--- config.mk ---
export PLATFORM = sky130hd
export DESIGN_NAME = rmc_ref_monitor_cfg
export DESIGN_NICKNAME = d
export VERILOG_FILES = /design/src/shared/rmc_pkg.sv /design/src/core/rmc_guard_soak.sv /design/src/core/rmc_ref_monitor_cfg.sv
export SDC_FILE = /design/constraint.sdc
export NUM_CORES = 1
export LEC_CHECK = 0
export ABC_AREA = 1
export ABC_CLOCK_PERIOD_IN_PS = 4500
export BUFFER_PORTS_ARGS = -buffer_cell sky130_fd_sc_hd__buf_2
export CORE_ASPECT_RATIO = 0.75
export CORE_MARGIN = 10
export CORE_UTILIZATION = 40
export DETAILED_ROUTE_END_ITERATION = 6
export PLACE_DENSITY_LB_ADDON = 0.05
export SYNTH_ARGS = -nofsm -noshare
export SYNTH_HDL_FRONTEND = slang
export SYNTH_SLANG_ARGS = --single-unit
--- constraint.sdc ---
create_clock -name sys_clk -period 4.5 [get_ports sys_clk]
set_input_delay 0.225 -clock sys_clk [delete_from_list [all_inputs] [get_ports sys_clk]]
set_output_delay 0.225 -clock sys_clk [all_outputs]
set_load 0.03 [all_outputs]
--- src/shared/rmc_pkg.sv ---
// Register map, reset values and timing constants of the reference monitor config block
package rmc_pkg;
   // Register indices; byte address is four times the index
   localparam logic [5:0] IDX_ISR_STATUS = 6'h02;
   localparam logic [5:0] IDX_MON_FAIL = 6'h07;
   localparam logic [5:0] IDX_FAIL_EN = 6'h08;
   localparam logic [5:0] IDX_SETUP = 6'h0a;
   localparam logic [5:0] IDX_DISQ_TIME = 6'h0b;
   localparam logic [5:0] IDX_QUAL_TIME = 6'h0c;
   localparam logic [5:0] IDX_FREEZE = 6'h0d;
   localparam logic [5:0] IDX_IRQ_CLEAR = 6'h0e;
   localparam logic [5:0] IDX_IRQ_ENABLE = 6'h0f;
   // Reset values
   localparam logic [7:0] RST_FAIL_EN = 8'h66;
   localparam logic [7:0] RST_SETUP = 8'h00;
   localparam logic [7:0] RST_DISQ_TIME = 8'haa;
   localparam logic [7:0] RST_QUAL_TIME = 8'h55;
   localparam logic [7:0] RST_FREEZE = 8'h00;
   localparam logic [7:0] RST_IRQ_ENABLE = 8'h01;
   // Field positions and codes
   localparam int FAIL_LOS_BIT = 0;
   localparam int FAIL_SCM_BIT = 1;
   localparam int FAIL_CFM_BIT = 2;
   localparam int FAIL_GST_BIT = 3;
   localparam int SETUP_DIV_BIT = 0;
   localparam int SETUP_DIFF_BIT = 4;
   localparam int ISR_REF_FAIL_BIT = 0;
   localparam logic [7:0] FREEZE_ON = 8'h01;
   localparam logic [7:0] FREEZE_OFF = 8'h00;
   // Timing: millisecond time base from the system clock
   localparam int CLK_PERIOD_NS = 5;
   localparam int TICK_NS = 1_000_000;
   localparam int TICK_CYC = TICK_NS / CLK_PERIOD_NS;
   localparam logic [14:0] DISQ_MIN_MS = 15'h0000;
   localparam logic [14:0] DISQ_10_MS = 15'd10;
   localparam logic [14:0] DISQ_50_MS = 15'd50;
   localparam logic [14:0] DISQ_2500_MS = 15'd2500;
   typedef enum logic [1:0] {
      GS_QUALIFIED = 2'b00,
      GS_SOAK_DISQ = 2'b01,
      GS_DISQUALIFIED = 2'b11,
      GS_SOAK_QUAL = 2'b10
   } rmc_gs_type;
endpackage

--- src/core/rmc_guard_soak.sv ---
// Guard soak timer: disqualify and requalify the reference
`timescale 1ns/10ps
module rmc_guard_soak
   import rmc_pkg::*;
(
   input wire logic sys_clk,
   input wire logic srst,
   input wire logic clk_en,
   input wire logic tick,
   input wire logic fail_in,
   input wire logic [1:0] disq_sel,
   input wire logic [1:0] qual_sel,
   output logic gst_fail
);
   rmc_gs_type state_ff, nxt_state;
   logic [14:0] cnt_ff, nxt_cnt;
   logic [14:0] disq_t, qual_t;
   logic [2:0] qual_mult;

   always_comb begin
      case (disq_sel)
         2'b00: disq_t = DISQ_MIN_MS;
         2'b01: disq_t = DISQ_10_MS;
         2'b10: disq_t = DISQ_50_MS;
         default: disq_t = DISQ_2500_MS;
      endcase
      // Three bits so that code 11 does not wrap to zero
      qual_mult = {1'b0, qual_sel} + 3'd1;
      qual_t = 15'(disq_t * {qual_mult, 1'b0});
   end

   always_comb begin
      nxt_state = state_ff;
      nxt_cnt = cnt_ff;
      case (state_ff)
         GS_QUALIFIED: begin
            nxt_cnt = '0;
            if (fail_in) begin
               nxt_state = GS_SOAK_DISQ;
            end
         end
         GS_SOAK_DISQ: begin
            if (!fail_in) begin
               nxt_state = GS_QUALIFIED;
            end else if (cnt_ff >= disq_t) begin
               nxt_state = GS_DISQUALIFIED;
            end else if (tick) begin
               nxt_cnt = cnt_ff + 15'd1;
            end
         end
         GS_DISQUALIFIED: begin
            nxt_cnt = '0;
            if (!fail_in) begin
               nxt_state = GS_SOAK_QUAL;
            end
         end
         GS_SOAK_QUAL: begin
            if (fail_in) begin
               nxt_state = GS_DISQUALIFIED;
            end else if (cnt_ff >= qual_t) begin
               nxt_state = GS_QUALIFIED;
            end else if (tick) begin
               nxt_cnt = cnt_ff + 15'd1;
            end
         end
         default: begin
            nxt_state = GS_QUALIFIED;
            nxt_cnt = '0;
         end
      endcase
   end

   always_ff @(posedge sys_clk) begin
      if (srst) begin
         state_ff <= GS_QUALIFIED;
         cnt_ff <= '0;
      end else if (clk_en) begin
         state_ff <= nxt_state;
         cnt_ff <= nxt_cnt;
      end
   end

   assign gst_fail = (state_ff == GS_DISQUALIFIED) || (state_ff == GS_SOAK_QUAL);
endmodule

--- src/core/rmc_ref_monitor_cfg.sv ---
// Reference monitor configuration registers with APB access
//
// The APB slave port was chosen for this implementation.
`timescale 1ns/10ps
////////////////////////////////////////////////////////////////////////////////
// Operation
// Failure enable bits 3:0 govern signal loss, single cycle, coarse frequency and guard soak.
// A zero enable bit masks that indicator, a one leaves it enabled.
// Masking only affects the interrupt status; raw monitor failure bits always update. The code holds them while the freeze register is 0x01.
// Pre-divider bit high halves the reference toward the DPLL, low passes it undivided.
// With the pre-divider on, software programs frequency registers with half the frequency.
// Setup bit 4 selects a differential reference when high, single-ended when low.
// Disqualify code 00/01/10/11 gives minimum, 10 ms, 50 ms or 2.5 s delay.
// Qualify code 00 to 11 gives two, four, six or eight times the disqualify time.
// Writing 0x01 to the freeze register stops internal updates of latched status.
// Writing 0x00 to the freeze register re-enables internal updates of latched status.
// An enabled failure sets the sticky reference failure bit, which raises the interrupt.
// Guard soak intervals are timed from a time base derived from the system clock.
////////////////////////////////////////////////////////////////////////////////
module rmc_ref_monitor_cfg
   import rmc_pkg::*;
#(
   parameter int TICK_CYCLES = TICK_CYC
)
(
   input wire logic sys_clk,
   input wire logic srst,
   input wire logic clk_en,
   input wire logic psel,
   input wire logic penable,
   input wire logic pwrite,
   input wire logic [11:0] paddr,
   input wire logic [31:0] pwdata,
   output logic [31:0] prdata,
   output logic pready,
   output logic pslverr,
   input wire logic ref_p,
   input wire logic ref_n,
   input wire logic los_in,
   input wire logic scm_in,
   input wire logic cfm_in,
   output logic ref_to_dpll,
   output logic ref_diff_sel,
   output logic ref_disqualified,
   output logic irq
);
   // Register index decode, valid only for aligned in-range addresses
   function automatic logic idx_hit(input logic [11:0] addr, input logic [5:0] idx);
      idx_hit = (addr == {4'h0, idx, 2'b00});
   endfunction

   ////////////////////////////////////////////////////////////////////////////
   logic [4:0] sync1_ff, sync2_ff;
   logic ref_prev_ff, div_ff, ref_out_ff;
   logic nxt_ref_prev, nxt_div, nxt_ref_out;
   logic ref_sel, ref_rise;
   logic [17:0] tick_cnt_ff, nxt_tick_cnt;
   logic tick;
   logic [3:0] raw_fail;
   logic gst_fail;

   always_ff @(posedge sys_clk) begin
      if (srst) begin
         sync1_ff <= '0;
         sync2_ff <= '0;
      end else if (clk_en) begin
         sync1_ff <= {cfm_in, scm_in, los_in, ref_n, ref_p};
         sync2_ff <= sync1_ff;
      end
   end

   logic [7:0] setup_ff;
   always_comb begin
      ref_sel = setup_ff[SETUP_DIFF_BIT] ? (sync2_ff[0] & ~sync2_ff[1]) : sync2_ff[0];
      ref_rise = ref_sel & ~ref_prev_ff;
      nxt_ref_prev = ref_sel;
      nxt_div = div_ff ^ ref_rise;
      nxt_ref_out = setup_ff[SETUP_DIV_BIT] ? div_ff : ref_sel;
      nxt_tick_cnt = (tick_cnt_ff == 18'(TICK_CYCLES - 1)) ? '0 : tick_cnt_ff + 18'd1;
   end

   always_ff @(posedge sys_clk) begin
      if (srst) begin
         ref_prev_ff <= 1'b0;
         div_ff <= 1'b0;
         ref_out_ff <= 1'b0;
         tick_cnt_ff <= '0;
      end else if (clk_en) begin
         ref_prev_ff <= nxt_ref_prev;
         div_ff <= nxt_div;
         ref_out_ff <= nxt_ref_out;
         tick_cnt_ff <= nxt_tick_cnt;
      end
   end

   assign tick = (tick_cnt_ff == 18'(TICK_CYCLES - 1));
   assign ref_to_dpll = ref_out_ff;
   assign ref_diff_sel = setup_ff[SETUP_DIFF_BIT];

   ////////////////////////////////////////////////////////////////////////////
   logic [7:0] disq_ff, qual_ff;

   rmc_guard_soak u_guard_soak (
      .sys_clk(sys_clk),
      .srst(srst),
      .clk_en(clk_en),
      .tick(tick),
      .fail_in(sync2_ff[3] | sync2_ff[4]),
      .disq_sel(disq_ff[1:0]),
      .qual_sel(qual_ff[1:0]),
      .gst_fail(gst_fail)
   );

   assign raw_fail = {gst_fail, sync2_ff[4], sync2_ff[3], sync2_ff[2]};
   assign ref_disqualified = gst_fail;

   ////////////////////////////////////////////////////////////////////////////
   logic [7:0] fail_en_ff, freeze_ff, irq_en_ff;
   logic [3:0] mon_fail_ff;
   logic isr_ff;
   logic [7:0] nxt_fail_en, nxt_setup, nxt_disq, nxt_qual, nxt_freeze, nxt_irq_en;
   logic [3:0] nxt_mon_fail;
   logic nxt_isr;
   logic [31:0] prdata_ff, nxt_prdata;
   logic wr, mapped, locked, enabled_fail;

   assign pready = clk_en;
   assign wr = psel & penable & pwrite & pready;
   assign locked = (freeze_ff == FREEZE_ON);
   assign enabled_fail = |(raw_fail & fail_en_ff[3:0]);

   always_comb begin
      mapped = idx_hit(paddr, IDX_ISR_STATUS) | idx_hit(paddr, IDX_MON_FAIL) |
               idx_hit(paddr, IDX_FAIL_EN) | idx_hit(paddr, IDX_SETUP) |
               idx_hit(paddr, IDX_DISQ_TIME) | idx_hit(paddr, IDX_QUAL_TIME) |
               idx_hit(paddr, IDX_FREEZE) | idx_hit(paddr, IDX_IRQ_CLEAR) |
               idx_hit(paddr, IDX_IRQ_ENABLE);
      nxt_fail_en = fail_en_ff;
      nxt_setup = setup_ff;
      nxt_disq = disq_ff;
      nxt_qual = qual_ff;
      nxt_freeze = freeze_ff;
      nxt_irq_en = irq_en_ff;
      nxt_mon_fail = mon_fail_ff;
      nxt_isr = isr_ff;
      if (wr && idx_hit(paddr, IDX_FAIL_EN)) begin
         nxt_fail_en = pwdata[7:0];
      end
      if (wr && idx_hit(paddr, IDX_SETUP)) begin
         nxt_setup = pwdata[7:0];
      end
      if (wr && idx_hit(paddr, IDX_DISQ_TIME)) begin
         nxt_disq = pwdata[7:0];
      end
      if (wr && idx_hit(paddr, IDX_QUAL_TIME)) begin
         nxt_qual = pwdata[7:0];
      end
      if (wr && idx_hit(paddr, IDX_FREEZE)) begin
         nxt_freeze = pwdata[7:0];
      end
      if (wr && idx_hit(paddr, IDX_IRQ_ENABLE)) begin
         nxt_irq_en = pwdata[7:0];
      end
      // Software clears first, so a same-cycle set wins
      if (wr && idx_hit(paddr, IDX_MON_FAIL)) begin
         nxt_mon_fail = mon_fail_ff & ~pwdata[3:0];
      end
      if (wr && idx_hit(paddr, IDX_IRQ_CLEAR) && pwdata[ISR_REF_FAIL_BIT]) begin
         nxt_isr = 1'b0;
      end
      if (!locked) begin
         nxt_mon_fail = nxt_mon_fail | raw_fail;
         if (enabled_fail) begin
            nxt_isr = 1'b1;
         end
      end
      nxt_prdata = '0;
      if (idx_hit(paddr, IDX_ISR_STATUS)) begin
         nxt_prdata[ISR_REF_FAIL_BIT] = isr_ff;
      end else if (idx_hit(paddr, IDX_MON_FAIL)) begin
         nxt_prdata[3:0] = mon_fail_ff;
      end else if (idx_hit(paddr, IDX_FAIL_EN)) begin
         nxt_prdata[7:0] = fail_en_ff;
      end else if (idx_hit(paddr, IDX_SETUP)) begin
         nxt_prdata[7:0] = setup_ff;
      end else if (idx_hit(paddr, IDX_DISQ_TIME)) begin
         nxt_prdata[7:0] = disq_ff;
      end else if (idx_hit(paddr, IDX_QUAL_TIME)) begin
         nxt_prdata[7:0] = qual_ff;
      end else if (idx_hit(paddr, IDX_FREEZE)) begin
         nxt_prdata[7:0] = freeze_ff;
      end else if (idx_hit(paddr, IDX_IRQ_ENABLE)) begin
         nxt_prdata[7:0] = irq_en_ff;
      end
      if (!psel || pwrite) begin
         nxt_prdata = prdata_ff;
      end
   end

   always_ff @(posedge sys_clk) begin
      if (srst) begin
         fail_en_ff <= RST_FAIL_EN;
         setup_ff <= RST_SETUP;
         disq_ff <= RST_DISQ_TIME;
         qual_ff <= RST_QUAL_TIME;
         freeze_ff <= RST_FREEZE;
         irq_en_ff <= RST_IRQ_ENABLE;
         mon_fail_ff <= '0;
         isr_ff <= 1'b0;
         prdata_ff <= '0;
      end else if (clk_en) begin
         fail_en_ff <= nxt_fail_en;
         setup_ff <= nxt_setup;
         disq_ff <= nxt_disq;
         qual_ff <= nxt_qual;
         freeze_ff <= nxt_freeze;
         irq_en_ff <= nxt_irq_en;
         mon_fail_ff <= nxt_mon_fail;
         isr_ff <= nxt_isr;
         prdata_ff <= nxt_prdata;
      end
   end

   assign prdata = prdata_ff;
   assign pslverr = psel & penable & ~mapped;
   assign irq = isr_ff & irq_en_ff[ISR_REF_FAIL_BIT];
endmodule

-- Word level (Yosys, flattened, before mapping)
Index checks and enable logic that the tools add are counted.
- register bits: 109
- output and inout bits: 38
- logic and storage cells: 129
- add/subtract/negate cells: 3
- $mul: 1
- $lt $le $gt $ge: 2
- equality and inequality tests: 24
- muxes and demuxes: 32
- bitwise operators: 25
- reduce and logical (&&, ||, !) cells: 25
- operator list (kind ; count):
    $eq A12 B6 Y1 const B ; 7
    $mux W15 ; 5
    $mux W8 ; 6
    $pmux W15 S3 ; 1
    $pmux W12 S3 ; 1
    $add A18 B1 Y18 const B ; 1
    $eq A18 B18 Y1 const B ; 1
    $mux W18 ; 1
    $mux W4 ; 4
    $add A15 B1 Y15 const B ; 1
    $ge A15 B12 Y1 ; 1
    $ge A15 B15 Y1 ; 1
    $mul A12 B3 Y14 ; 1
    $reduce_and A2 Y1 ; 7
    $eq A12 B4 Y1 const B ; 1
    $eq A12 B5 Y1 const B ; 1
    $mux W2 ; 6
    $reduce_and A5 Y1 ; 2
    $logic_and A1 B1 Y1 ; 9
    $or A1 B1 Y1 ; 9
    $and A4 B4 Y4 ; 2
    $eq A8 B1 Y1 const B ; 1
    $ne A2 B2 Y1 const B ; 4
    $pmux W2 S4 ; 1
    other kinds (18) ; 38

-- Longest topological paths before layout
Gate-level depths: netlist of the first run.
- depth in word-level cells: 11
- depth in mapped cells: 27
- mapped depth without buffers: 27

-- Modules after synthesis
Synthesis of the first run repeated with hierarchy kept, for this count alone.
- cells, all modules: 1044
- area total of the unflattened synthesis: 7120.6 um2
- by module, submodules not included (module ; times used ; cells an instance ; area each (um2)):
    rmc_ref_monitor_cfg ; 1 ; 651 ; 4578.1
    rmc_guard_soak ; 1 ; 393 ; 2542.4

-- Worst setup path before layout of the first run
Ideal clock, no wire load.
- path kind: register to register
- from: register qual_ff[0]
- to: register u_guard_soak.cnt_ff[10]
- setup time: 70 ps
- arrival: 4104 ps
- slack: 326 ps
- cell stages (with the launch flop): 26
- path buffers: 1
- clock period less this slack: 4174 ps
- path through: dfxtp_1 -> ha_1 -> nand2_1 -> inv_1 -> fa_1 -> ha_1 -> inv_1 -> fa_1 -> nor4_1 -> nor2_1 -> nor2_1 -> o21ai_0 -> nand2_1 -> nand3_1 -> nand2_1 -> nand2_1 -> ha_1 -> nand2_1 -> nor4_1 -> nand2_1 -> nand3_1 -> nand2_1 -> nand3_2 -> buf_6 -> nand2_1 -> a21oi_1
- word-level cells in the longest chain between the ends: 5
- ends and longest elaborated chain (element ; RTL line ; RTL):
    start: declaration ; rmc_ref_monitor_cfg.sv:101 ; logic [7:0] disq_ff, qual_ff;
    start signal: assignment ; rmc_ref_monitor_cfg.sv:215 ; qual_ff <= nxt_qual;
    $add A2 B1 Y3 ; rmc_guard_soak.sv:28 ; qual_mult = {1'b0, qual_sel} + 3'd1;
    $mul A12 B3 Y14 ; rmc_guard_soak.sv:29 ; qual_t = 15'(disq_t * {qual_mult, 1'b0});
    $ge A15 B15 Y1 ; rmc_guard_soak.sv:60 ; end else if (cnt_ff >= qual_t) begin
    $ne A2 B2 Y1 (no line) ; -- ;
    $reduce_and A5 Y1 (no line) ; -- ;
    end signal: assignment ; rmc_guard_soak.sv:79 ; cnt_ff <= nxt_cnt;
    end: declaration ; rmc_guard_soak.sv:16 ; logic [14:0] cnt_ff, nxt_cnt;
No other way between the ends.
A chain may end at the register's enable or synchronous reset.

-- Worst setup path after layout of the first run
- from: register qual_ff[0]
- to: register u_guard_soak.cnt_ff[1]
The elaborated chain is that of the path after synthesis.

==> metrics.md, run 1 <==
| Metric | Value |
|---|---|
| Status | `finished, final reports clean` |
| CTS tree | `yes` |
| Worst vdd ir | `177 µV` |
| Worst Clk Skew | `0.0124 ns` |
| Post-route antenna net violation count | `0` |
| R2R Path Start | `qual_ff[0]` |
| Row Count | `41` |
| Leak | `3.30 nW` |
| Global-route wire length before repair | `31,900 µm` |
| Crit path arrival time | `4.45 ns` |
| Core Box Area | `0.0169 mm²` |
| Largest cells by area after synthesis | `dfxtp_1, nand2_1, ha_1` |
| Post-synth top area share | `31.4%` |
| Vias in the first global route | `5,945` |
| Height of the die | `134 µm` |
| Crit path max fanout | `15` |
| Largest net degree at the start of global routing | `39` |
| Crit start category | `register` |
| Setup bufs post-CTS | `0` |
| Unique cell type count in the Yosys netlist | `43` |
| Setup TNS | `0 ns` |
| DRT Pass-1 Iters | `5` |
| Initial antenna violation count | `0` |
| # hold bufs at CTS | `0` |
| Mapped Area | `0.00695 mm²` |
| Hold wc startpoint | `scm_in` |
| Worst-path clk slew | `0.09 ns` |
| Pwr dens | `269 mW/mm²` |
| CTS max path bufs | `2` |
| Commonest cells post-synth | `nand2_1, inv_1, nor2_1, dfxtp_1, a21oi_1` |
| Post-synthesis async set-or-reset flop share | `0%` |
| Critical path type | `reg -> reg` |
| Remaining DRCs | `0` |
| Post-synth top flop | `dfxtp_1` |
| Post-Route WL | `19,800 µm` |
| Crit-path slowest cell | `fa_1` |
| Dpl hpwl | `14,800 µm` |
| Vias per cell | `5.03` |
| Synth-to-layout area growth | `11.6%` |
| CTS Buf Count | `9` |
| Syn Area/Cell | `6.91 µm²` |
| Cell family with most CP delay | `simple AND/OR/NAND/NOR gates` |
| WP data required | `4.74 ns` |
| Fin crit share | `93.5%` |
| # clock sinks | `109` |
| Cells after Synth | `1,006` |
| Buf+Inv Stages, Crit Path | `3` |
| Synth area leader | `dfxtp_1` |
| Num ports | `93` |
| Seq/Total Area, Yosys | `31.4%` |
| Minimum clock period | `4.21 ns` |
| FMAX | `0.238 GHz` |
| Final Max Slew Viols | `0` |
| Post-DR wirelength/cell | `15.6 µm` |
| Fill count | `1,794` |
| EDFF count, synth | `0` |
| Critical Path Sink Type | `register` |
| Hold Vio Cnt, Final | `0` |
| Die X-Extent | `172 µm` |
| Overflow after GRT | `0` |
| Max_cap viols | `0` |
| Hold_ws | `0.0677 ns` |
| Antenna diodes | `0` |
| Die ar. | `0.0231 mm²` |
| Initial Util | `41.1%` |
| Yosys warnings | `0` |
| Routed via count | `6,376` |
| H-tree levels | `3` |
| Layout cell share with drive strength beyond 1 | `12.0%` |
| Clock Tree Root | `clkbuf_16` |
| Worst path max stage delay | `0.52 ns` |
| Total power draw | `0.00209 W` |
| Tightest Pin Transition | `1.08 ns` |
| HP Class | `in -> reg` |
| Clk_lat worst skew | `0.37 ns` |
| Most frequent cell after synthesis | `nand2_1` |
| PortBufs | `44` |
| Synth Register Bits | `109` |
| Nets@finish | `1,153` |
| Crit path top cell by count | `nand2_1` |
| Gpl congestion | `0.886` |
| Relative slew slack | `27.7%` |
| GR Util All Layers | `17.2%` |
| Worst setup startpoint | `qual_ff[0]` |
| Endpoints failing setup | `0` |
| Initial DRC count | `518` |
==> metrics by stage <==
| step | utilization, % | cell area [µm²] | instances | setup slack, ns |
|---|---|---|---|---|
| 3_5_place_dp | 43.1 | 7290 | 1251 | 0.0207 |
| 3_3_place_gp | 43.1 | 7290 | 1251 | 0.0795 |
| 2_1_floorplan | - | 7040 | 1029 | 0.326 |
| 6_report | 45.9 | 7760 | 1268 | 0.290 |
| 5_1_grt | 45.9 | 7760 | 1268 | -0.0196 |
| 4_1_cts | 45.0 | 7610 | 1267 | 0.0445 |
==> metal layers <==
metal | GRT usage, % | routed length [µm] | part of all wire (%) | vias to the layer above
li1 | - | - | - | 3353
met1 | 27.0 | 11000 | 56 | 2841
met2 | 22.6 | 7420 | 37 | 169
met3 | 3.78 | 1210 | 6.1 | 13
met4 | 3.82 | 178 | 0.90 | 0
met5 | 0 | 0 | 0 | -
==> sequential cells by signal, summed over array words and instances (netlist names), 2 cells and up <==
name,count
disq_ff,8
fail_en_ff,8
freeze_ff,8
irq_en_ff,8
mon_fail_ff,4
prdata,8
qual_ff,8
setup_ff,8
sync1_ff,5
sync2_ff,5
tick_cnt_ff,18
u_guard_soak.cnt_ff,15
u_guard_soak.state_ff,2
==> power by group <==
part | internal [W] | switching (W) | total (W)
Sequential | 0.000981 | 0.0000150 | 0.000996
Clock | 0.000403 | 0.000442 | 0.000845
Combinational | 0.0000638 | 0.000186 | 0.000250
Total | 0.00145 | 0.000643 | 0.00209
==> cells by family after synthesis <==
group                    count (synthesis)  share of synthesized area, %
AO/OA/AOI/OAI                          182                          14.3
buffers and inverters                  188                          12.3
flip-flops                             109                          31.4
other                                    1                        0.0539
AND/OR/NAND/NOR                        451                          29.3
XOR/XNOR                                25                          3.15
adder cells (fa/ha/maj)                 50                          9.54
==> layout by cell type (no fill, tap or decap), types with 26 or more instances in the layout <==
cell type	instances
a21oi_1	82
buf_2	44
dfxtp_1	107
ha_1	41
inv_1	129
nand2_1	176
nand3_1	44
nand4_1	34
nor2_1	122
nor3_1	26
o21ai_0	68
==> area by class of cell <==
type	instances	area (µm²)	share of cell area, %
Inverter	137	514	6.62
Clock inverter	7	82.6	1.06
Sequential cell	109	2190	28.2
Multi-Input combinational cell	733	4150	53.4
Clock buffer	9	225	2.90
Tap cell	215	269	3.46
Timing Repair Buffer	58	338	4.35
==> worst register-to-register path: cells and delay by family (launching register included) <==
family,cells,cell delay (ns)
AND/OR/NAND/NOR,14,1.46
AO/OA/AOI/OAI,4,0.49
adder cells (fa/ha/maj),4,1.43
flip-flops,1,0.32
buffers and inverters,3,0.37
==> worst paths after layout <==
| check | cells after the start | slack, ns | end |
|---|---|---|---|
| setup reg to reg | 25 | 0.29 | u_guard_soak.cnt_ff[1] |
| setup / recovery | 25 | 0.29 | u_guard_soak.cnt_ff[1] |
| hold reg to reg | 2 | 0.45 | qual_ff[5] |
| hold / removal | 3 | 0.07 | sync1_ff[3] |
==> what timing repair did <==
action | CTS | global route
resized for setup | 1 | 30
pin swaps | 0 | 7
setup endpoints to repair | 1 | 17
gates cloned | 0 | 1
No activity file was read; power rests on OpenSTA's default activity.
==> run 2: changes to the inputs <==
--- a/config.mk
+++ b/config.mk
@@ -11,6 +11,7 @@
 export CORE_ASPECT_RATIO = 0.75
 export CORE_MARGIN = 10
 export CORE_UTILIZATION = 40
+export CTS_BUF_LIST = sky130_fd_sc_hd__clkbuf_2
 export DETAILED_ROUTE_END_ITERATION = 6
 export PLACE_DENSITY_LB_ADDON = 0.05
 export SYNTH_ARGS = -nofsm -noshare
==> run 2 against run 1 <==
Net effect:
- global-route usage about the same
- highest routed layer unchanged
- wire length up 0.28%
- clock skew up 0.038 ns
- largest power group unchanged
- critical path depth down 3
- largest cell class unchanged
- sequential cell count unchanged
- critical endpoint is now u_guard_soak.cnt_ff[11]
- critical path type unchanged
==> metrics.md, run 2 (synthesis results as in run 1) <==
| Metric | Value |
|---|---|
| Met2 GRT Util | `23.1% (was 22.6%)` |
| Clock Tree Root | `clkbuf_2 (was clkbuf_16)` |
| Post-route antenna net violation count | `0 (unchanged)` |
| # clock sinks | `109 (unchanged)` |
| Reg area | `0.00219 mm² (about the same)` |
| Post-Route WL | `19,900 µm (was 19,800 µm)` |
| Largest net degree at the start of global routing | `39 (unchanged)` |
| Total power draw | `0.00177 W (was 0.00209 W)` |
| Crit path max fanout | `7 (was 15)` |
| Final Max Slew Viols | `0 (unchanged)` |
| Biggest register | `tick_cnt_ff (unchanged)` |
| HP Class | `in -> reg (unchanged)` |
| CTS max path bufs | `2 (unchanged)` |
| Max_cap viols | `0 (unchanged)` |
| Endpoints failing setup | `0 (unchanged)` |
| Worst-path clk slew | `0.31 ns (was 0.09 ns)` |
| Layout cell share with drive strength beyond 1 | `11.8% (was 12.0%)` |
| Final Util | `46.0% (was 45.9%)` |
| GR Util All Layers | `17.2% (about the same)` |
| Crit start category | `register (unchanged)` |
| Most common cell after layout, fill and taps aside | `nand2_1 (unchanged)` |
| Initial DRC count | `550 (was 518)` |
| Worst slack, placed | `0.0207 ns (unchanged)` |
| H-tree levels | `3 (unchanged)` |
| Worst hold path cell count | `5 (was 3)` |
| PortBufs | `44 (unchanged)` |
| Highest-count cells in the layout ignoring fill and taps | `nand2_1, inv_1, nor2_1 (unchanged)` |
| CTS tree | `yes (unchanged)` |
| Worst Clk Skew | `0.0503 ns (was 0.0124 ns)` |
| Fill count | `1,798 (was 1,794)` |
| R2R depth | `22 (was 25)` |
| Core Box Area | `0.0169 mm² (unchanged)` |
| Die ar. | `0.0231 mm² (unchanged)` |
| DRT Pass-1 Iters | `5 (unchanged)` |
| Setup ws final | `0.267 ns (was 0.290 ns)` |
| Top Registers | `tick_cnt_ff x18, u_guard_soak.cnt_ff x15 (unchanged)` |
| Hold Vio Cnt, Final | `0 (unchanged)` |
| Vias in the first global route | `6,022 (was 5,945)` |
| Row Count | `41 (unchanged)` |
| GRT busiest layer | `met1 (unchanged)` |
| Dpl hpwl | `14,800 µm (unchanged)` |
| Vias per cell | `4.97 (was 5.03)` |
| Remaining DRCs | `0 (unchanged)` |
| Overflow after GRT | `0 (unchanged)` |
| Relative slew slack | `27.0% (was 27.7%)` |
| Setup TNS | `0 ns (unchanged)` |
| FMAX | `0.236 GHz (was 0.238 GHz)` |
| Height of the die | `134 µm (unchanged)` |
| CTS Buf Count | `9 (unchanged)` |
| Worst vdd ir | `125 µV (was 177 µV)` |
| Met1 Resource Use GR | `27.2% (was 27.0%)` |
| Met3 usage | `3.08% (was 3.78%)` |
| Routed via count | `6,412 (was 6,376)` |
| Nets@finish | `1,175 (was 1,153)` |
| Initial Util | `41.1% (unchanged)` |
| Num ports | `93 (unchanged)` |
| Initial antenna violation count | `0 (unchanged)` |
| Clk_lat worst skew | `0.67 ns (was 0.37 ns)` |
| Minimum clock period | `4.23 ns (was 4.21 ns)` |
| Tightest Pin Transition | `1.09 ns (was 1.08 ns)` |
| Synth-to-layout area growth | `12.0% (was 11.6%)` |
| Die X-Extent | `172 µm (unchanged)` |
| Status | `finished, final reports clean (unchanged)` |
| WP data required | `5.04 ns (was 4.74 ns)` |
| Leak | `3.33 nW (was 3.30 nW)` |
| Antenna diodes | `0 (unchanged)` |
| Multi-input combinational cell area | `0.00414 mm² (was 0.00415 mm²)` |
| Global-route wire length before repair | `32,200 µm (was 31,900 µm)` |
| Largest register FFs | `18 (unchanged)` |
| Critical Path Sink Type | `register (unchanged)` |
| Critical path type | `reg -> reg (unchanged)` |
| Pwr dens | `227 mW/mm² (was 269 mW/mm²)` |
| Crit path arrival time | `4.78 ns (was 4.45 ns)` |
| Gpl congestion | `0.886 (unchanged)` |
| Post-DR wirelength/cell | `15.4 µm (was 15.6 µm)` |
| Fin crit share | `94.1% (was 93.5%)` |
run 2: per-layer routing:
layer  vias up  share of wire (%)
li1       3391                  -
met3        11                5.9
met5         -                  0
met2       146                 38
met4         0               0.88
met1      2864                 55
run 2: worst max-delay path, stage by stage, from the launching register on:
cell and delay, ns:
dfxtp_2 0.39, ha_1 0.29, buf_4 0.14, nand2_1 0.12, inv_1 0.07, fa_1 0.44
ha_1 0.35, a21oi_1 0.21, o21ai_0 0.10, nor2_1 0.17, nor2_1 0.06, o21ai_0 0.16
nand2_1 0.11, xor2_1 0.16, ha_1 0.30, a21oi_1 0.14, o21ai_0 0.09, a21oi_1 0.17
nand3_2 0.14, nand2_4 0.14, nand3_2 0.20, nand2_1 0.12, a21oi_1 0.06
run 2: path summary, 6_finish.rpt:
path	from	endpoint	slack, ns
worst min-delay path	paddr[2]	isr_ff	0.08
worst max-delay path	qual_ff[0]	u_guard_soak.cnt_ff[11]	0.27
worst min register to register	irq_en_ff[4]	irq_en_ff[4]	0.46
worst max register to register	qual_ff[0]	u_guard_soak.cnt_ff[11]	0.27
run 2: final cells by class:
class	instances	area share (%)
Sequential cell	109	28.1
Clock inverter	7	1.06
Inverter	137	6.60
Tap cell	215	3.45
Clock buffer	9	0.578
Timing Repair Buffer	80	7.10
Multi-Input combinational cell	733	53.1
run 2: what timing repair did:
item,in CTS,in global routing
gates resized for setup,1,27
hold endpoints to repair,62,0
gates cloned,0,1
hold buffers,20,0
setup endpoints to repair,5,17
buffers inserted,0,2
pin swaps,0,12
run 2: through the flow:
| step | std cells | hold WS [ns] | cell area [µm²] |
|---|---|---|---|
| 6_report | 1290 | 0.0787 | 7790 |
| 5_1_grt | 1290 | 0.0143 | 7790 |
| 4_1_cts | 1287 | 0.00563 | 7630 |
| 3_5_place_dp | 1251 | 0.444 | 7290 |
| 3_3_place_gp | 1251 | 0.436 | 7290 |
| 2_1_floorplan | 1029 | 0.351 | 7040 |
run 2: report_power, final:
| part | switching (W) | internal [W] | leakage (nW) | total (W) |
|---|---|---|---|---|
| clock network | 0.000398 | 0.000102 | 0.0744 | 0.000499 |
| logic | 0.000187 | 0.0000750 | 2.38 | 0.000262 |
| registers | 0.0000155 | 0.000989 | 0.882 | 0.00100 |
| total | 0.000600 | 0.00117 | 3.33 | 0.00177 |
